### config.mk
export PLATFORM = sky130hd
export DESIGN_NAME = mscat_core
export DESIGN_NICKNAME = d
export VERILOG_FILES = /design/src/mscat_trig_mux.v /design/src/mscat_core.v
export VERILOG_INCLUDE_DIRS = /design/src
export SDC_FILE = /design/constraint.sdc
export NUM_CORES = 1
export LEC_CHECK = 0
export BUFFER_PORTS_ARGS = -buffer_cell sky130_fd_sc_hd__buf_2
export CAP_MARGIN = 40
export CORE_ASPECT_RATIO = 1.75
export CORE_MARGIN = 8
export CORE_UTILIZATION = 55
export DETAILED_ROUTE_END_ITERATION = 6
export GPL_TIMING_DRIVEN = 0
export PLACE_DENSITY = 0.87
export SETUP_SLACK_MARGIN = 0.02
export SLEW_MARGIN = 20
export SYNTH_ARGS = -nofsm -noshare
export SYNTH_HDL_FRONTEND = slang
export SYNTH_SLANG_ARGS = --single-unit
### constraint.sdc
create_clock -name clk -period 4.75 [get_ports clk]
set_input_delay 0.95 -clock clk [delete_from_list [all_inputs] [get_ports clk]]
set_output_delay 0.95 -clock clk [all_outputs]
set_load 0.05 [all_outputs]
### src/mscat_defines.vh
// Register offsets, field layouts and reset values of the scanner address/trigger block
`ifndef MSCAT_DEFINES_VH
`define MSCAT_DEFINES_VH
`define MSCAT_OFF_START_HIGH  3'h0
`define MSCAT_OFF_START_LOW   3'h1
`define MSCAT_OFF_END_HIGH    3'h2
`define MSCAT_OFF_END_LOW     3'h3
`define MSCAT_OFF_TRIG_SEL    3'h4
`define MSCAT_OFF_STATUS      3'h5
`define MSCAT_ADDR_RESET      16'h0000
`define MSCAT_TRIGGER_SOURCE_SELECT_RESET      4'h0
`define MSCAT_TRIGGER_SOURCE_SELECT_MAX        4'h9
`define MSCAT_STAT_DONE_BIT   0
`define MSCAT_STAT_GO_BIT     1
`endif

### src/mscat_trig_mux.v
// Trigger source selector for scanner fetches
`include "mscat_defines.vh"
`timescale 1ns/1ps
`default_nettype none
module mscat_trig_mux (
  // Selection
  input  wire [3:0] trigger_source_select,
  // Synchronised sources, index equals select code
  input  wire [9:0] sources,
  // Chosen trigger level
  output reg        trig_level
);
  always @* begin
    if (trigger_source_select <= `MSCAT_TRIGGER_SOURCE_SELECT_MAX) begin
      trig_level = sources[trigger_source_select];
    end else begin
      trig_level = 1'b0; // Reserved codes never trigger
    end
  end
endmodule // mscat_trig_mux
`default_nettype wire

### src/mscat_core.v
// Scanner address range registers, trigger selection and fetch sequencing
//
// Implementation choices: strobed register access and the address map.
`include "mscat_defines.vh"
`timescale 1ns/1ps
`default_nettype none
module mscat_core (
  // Clock and reset
  input  wire        clk,
  input  wire        rst_n,
  // Register port
  input  wire [2:0]  reg_addr,
  input  wire [7:0]  reg_wdata,
  input  wire        reg_wr,
  input  wire        reg_rd,
  output reg  [7:0]  reg_rdata,
  // Scan control from outside
  input  wire        scan_go_a,
  // Asynchronous trigger sources
  input  wire        low_freq_internal_osc,
  input  wire        timer_two,
  input  wire        timer_four,
  input  wire        timer_six,
  input  wire        timer_one,
  input  wire        timer_three,
  input  wire        timer_five,
  input  wire        timer_zero,
  input  wire        measure_timer_one,
  input  wire        measure_timer_two,
  // Memory fetch handshake
  output wire        fetch_req,
  output reg  [15:0] fetch_addr,
  input  wire        fetch_ack,
  // Scan status
  output reg         scan_done
);
  // ==========================================================
  // Source synchronisers
  wire [9:0] src_raw = {measure_timer_two, measure_timer_one, timer_zero, timer_five,
                        timer_three, timer_one,
                        timer_six, timer_four, timer_two, low_freq_internal_osc};
  reg  [9:0] src_meta_reg;
  reg  [9:0] src_sync_reg;
  reg        go_meta_reg;
  reg        go_sync_reg;
  always @(posedge clk or negedge rst_n) begin
    if (!rst_n) begin
      src_meta_reg <= 10'h000;
      src_sync_reg <= 10'h000;
      go_meta_reg  <= 1'b0;
      go_sync_reg  <= 1'b0;
    end else begin
      src_meta_reg <= src_raw;
      src_sync_reg <= src_meta_reg;
      go_meta_reg  <= scan_go_a;
      go_sync_reg  <= go_meta_reg;
    end
  end

  // ==========================================================
  // Registers
  reg [15:0] start_current_address_reg;
  reg [15:0] end_address_reg;
  reg [3:0]  trigger_source_select_reg;
  reg        pending_reg;
  reg        trig_prev_reg;
  wire       trig_level;
  wire       trig_rise = trig_level & ~trig_prev_reg;
  wire       fetch_done = pending_reg & fetch_ack;
  wire       last_word = (start_current_address_reg == end_address_reg);
  wire       wr_ok = reg_wr & ~go_sync_reg;

  assign fetch_req = pending_reg;

  mscat_trig_mux u_trig_mux (
    .trigger_source_select (trigger_source_select_reg),
    .sources               (src_sync_reg),
    .trig_level            (trig_level)
  );

  always @(posedge clk or negedge rst_n) begin
    if (!rst_n) begin
      start_current_address_reg <= `MSCAT_ADDR_RESET;
      end_address_reg           <= `MSCAT_ADDR_RESET;
      trigger_source_select_reg <= `MSCAT_TRIGGER_SOURCE_SELECT_RESET;
      pending_reg               <= 1'b0;
      trig_prev_reg             <= 1'b0;
      scan_done                 <= 1'b0;
      fetch_addr                <= 16'h0000;
    end else begin
      trig_prev_reg <= trig_level;
      if (wr_ok) begin
        case (reg_addr)
          `MSCAT_OFF_START_HIGH: begin
            start_current_address_reg[15:8] <= reg_wdata;
            scan_done <= 1'b0;
          end
          `MSCAT_OFF_START_LOW: begin
            start_current_address_reg[7:0] <= reg_wdata;
            scan_done <= 1'b0;
          end
          `MSCAT_OFF_END_HIGH: begin
            end_address_reg[15:8] <= reg_wdata;
          end
          `MSCAT_OFF_END_LOW: begin
            end_address_reg[7:0] <= reg_wdata;
          end
          `MSCAT_OFF_TRIG_SEL: begin
            trigger_source_select_reg <= reg_wdata[3:0];
          end
          default: begin
          end
        endcase
      end
      // Issue a fetch on a rising trigger edge while running, not done and with no fetch pending
      if (go_sync_reg && !scan_done && !pending_reg && trig_rise) begin
        pending_reg <= 1'b1;
        fetch_addr  <= start_current_address_reg;
      end else if (fetch_done) begin
        pending_reg <= 1'b0;
        if (last_word) begin
          scan_done <= 1'b1;
        end else begin
          start_current_address_reg <= start_current_address_reg + 16'h0001;
        end
      end
    end
  end

  // ==========================================================
  // Read port
  always @(posedge clk or negedge rst_n) begin
    if (!rst_n) begin
      reg_rdata <= 8'h00;
    end else if (reg_rd) begin
      case (reg_addr)
        `MSCAT_OFF_START_HIGH: reg_rdata <= start_current_address_reg[15:8];
        `MSCAT_OFF_START_LOW:  reg_rdata <= start_current_address_reg[7:0];
        `MSCAT_OFF_END_HIGH:   reg_rdata <= end_address_reg[15:8];
        `MSCAT_OFF_END_LOW:    reg_rdata <= end_address_reg[7:0];
        `MSCAT_OFF_TRIG_SEL:   reg_rdata <= {4'h0, trigger_source_select_reg};
        `MSCAT_OFF_STATUS:     reg_rdata <= {6'h00, go_sync_reg, scan_done};
        default:               reg_rdata <= 8'h00;
      endcase
    end else begin
      reg_rdata <= 8'h00;
    end
  end
endmodule // mscat_core
`default_nettype wire

==> metrics.yaml <==
cts:
  cts_made_buffers: 9
  cts.clk_slew.worst_paths_ns: 0.06
  htree_num_levels: 3
  clk_latency_ns: 0.33
  clk_path_buf_depth: 2
  ctsResizeCount: 0
  cts_root_buf: "clkbuf_16"
  cts_setup_buffers: 0
  cts_tree: "built"
  clock_sinks: 85
  hold_buffers: 0
setup_path:
  critPathMostFrequentCell: "mux2i_1"
  crit_chain: "buf_2 > nor2b_1 > clkbuf_1 > nand2_1 > nor2_2 > mux2i_1 > mux2i_1"
  r2r_setup_slack_ns: 2.64
  critical_path_arrival_ns: 2.55
  crit_type: "input port to register"
  startpoint_type: "input port"
  end_kind: "register"
  cpMaxStageDelayCell: "nor2_2"
  cp_max_fo: 8
  required_ns: 4.95
  max_stage_delay_ns: 0.53
global_route:
  grt_max_degree: 46
  grt_pass1_wl_um: 15600
  grtUsageMet2_pct: 35.1
  grt_pass1_vias: 3065
  met1_usage_pct: 20.9
  grt_util_met3_pct: 4.21
  track_usage_pct: 19.7
  busiest_layer: "met2"
  grt_overflow: 0
  antenna_found_initial: 0
sta:
  post-route-period-util_pct: 49.4
  fin_hold_ws_ns: 0.347
  rsz0062_at_grt: "no"
  setup_tns_ns: 0
  relSlewSlack_pct: 56.2
  finalCriticalPeriod_ns: 2.35
  fmax_mhz: 426
  setup_viol: 0
  tightest_slew_ns: 0.656
  skew_ns: 0.00337
  hold_viol_final: 0
  drv_slew: 0
synth:
  synth_commonest_cells: "dfrtp_1 (85), mux2i_1 (42), nor2_1 (26)"
  synth_top_area_share_pct: 53.9
  synthTopCellsByArea: "dfrtp_1 (54%), mux2i_1 (11%), mux2_2 (6.8%)"
  synth.avg_cell_area_um2: 12.3
  synthesis.nets: 348
  synth-seq-area-share_pct: 53.9
  synth_largest_area_cell: "dfrtp_1"
  async_reset_ff_share_pct: 100
  synth_cell_types: 49
  synth_cells: 320
  synthesis.area_mm2: 0.00395
  synth-seq-cells: 85
  yosysWarningCount: 0
  yosysMostFrequentCell: "dfrtp_1"
  synth_edf_count: 0
  synth_ff_type: "dfrtp_1"
placed_design:
  place_hpwl_um: 6720
  place_congestion: 0.916
  port-buffer-count: 51
power:
  ir_worst_vdd_mv: 0.334
  p_leak_uw: 0.00213
  power_density_mw_per_mm2: 654
route:
  wl_per_cell_um: 19.7
  drt_first_pass_iters: 4
  vias: 2747
  drc: 0
  ant_nets: 0
  drtIter0Drc: 187
  via_per_inst: 5.80
  wl_um: 9320
layout:
  nets: 411
  drive_above_1_share_pct: 30.4
  areaGrowthSynthToFinish_pct: 19.8
  diodes: 0
floorplanning:
  fp.dieH_um: 128
  num_io_pins: 53
  core_area_mm2: 0.00708
  initial_core_util_pct: 55.7
  dieArea_mm2: 0.0102
  die_x_um: 80.0
  rows: 41
status:
  outcome: "finished, final reports clean"
flow_run:
  max-cap-violations: 0
worst_hold_path:
  hp-class: "register to register"
## cells by family (layout without fill, tap and decap cells)
kind of cell	after synthesis	count (layout)	synth area share (%)
AO/OA/AOI/OAI	38	38	6.63
multiplexers	69	69	19.4
XOR/XNOR	29	29	6.44
adder cells (fa/ha/maj)	1	1	0.317
AND/OR/NAND/NOR	77	77	10.4
flip-flops	85	85	53.9
buffers and inverters	21	89	2.89
## worst max-delay path, delay by kind of cell
kind                   cells  cell delay [ns]
buffers and inverters      2             0.31
muxes                      2             0.49
and+or+nand+nor            3             0.79
## layout make-up
cell class                 count  area (µm²)
clock buffer                  10         239
tap                           86         108
timing repair buffer          52         278
clock inverter                 6         158
inverter                       2        7.51
buffer                        19         106
sequential                    85        2130
multi-input combinational    214        1710
fill                         521        2350
## power by group
part	internal, µW	switching (µW)	total [µW]
Clock	634	273	907
Combinational	398	696	1090
Sequential	919	174	1090
Total	1950	1140	3090
## cells in the final DEF (no fill, tap or decap), types with 2 or more instances in the layout
master     count
a21oi_1       15
a21oi_2        2
a2bb2oi_1      2
and2_1         5
buf_2         55
buf_4          2
buf_6          3
bufinv_16      5
clkbuf_1       8
clkbuf_16      9
clkbuf_2       2
dfrtp_1       85
inv_1          2
mux2_2        24
mux2i_1       42
mux4_1         2
nand2_1       15
nand2b_1       2
nand3_1        5
nand4_1        5
nor2_1        26
nor2_2         3
nor2b_1        3
nor3_1         2
o22ai_1        7
or2_2          2
xnor2_1       24
xor2_1         5
## through the flow
step | total power (µW) | util, % | setup WS, ns | instance area, µm² | std cells
global placement | 2130 | 60.9 | 2.15 | 4310 | 457
finish | 3090 | 66.8 | 2.40 | 4730 | 474
CTS | 3110 | 66.8 | 2.43 | 4730 | 474
global route | 3250 | 66.8 | 2.29 | 4730 | 474
detailed placement | 2180 | 61.2 | 2.12 | 4330 | 458
floorplan | 1890 | - | 2.50 | 3950 | 320
## path summary, 6_finish.rpt
| kind | startpoint | end | cells past startpoint |
|---|---|---|---|
| min | src_meta_reg[6]$_DFF_PN0_ | src_sync_reg[6]$_DFF_PN0_ | 0 |
| max reg2reg | start_current_address_reg[7]$_DFF_PN0_ | start_current_address_reg[5]$_DFF_PN0_ | 7 |
| min in group asynchronous | rst_n | src_sync_reg[2]$_DFF_PN0_ | 1 |
| max | reg_wr | start_current_address_reg[15]$_DFF_PN0_ | 7 |
| min reg2reg | src_meta_reg[6]$_DFF_PN0_ | src_sync_reg[6]$_DFF_PN0_ | 0 |
| max in group asynchronous | rst_n | start_current_address_reg[13]$_DFF_PN0_ | 2 |
## metal layers
layer,up-vias,wire (µm)
met2,80,5200
met3,19,395
li1,1248,-
met1,1400,3470
met5,-,0
met4,0,256
(Power assumes the default switching activity.)
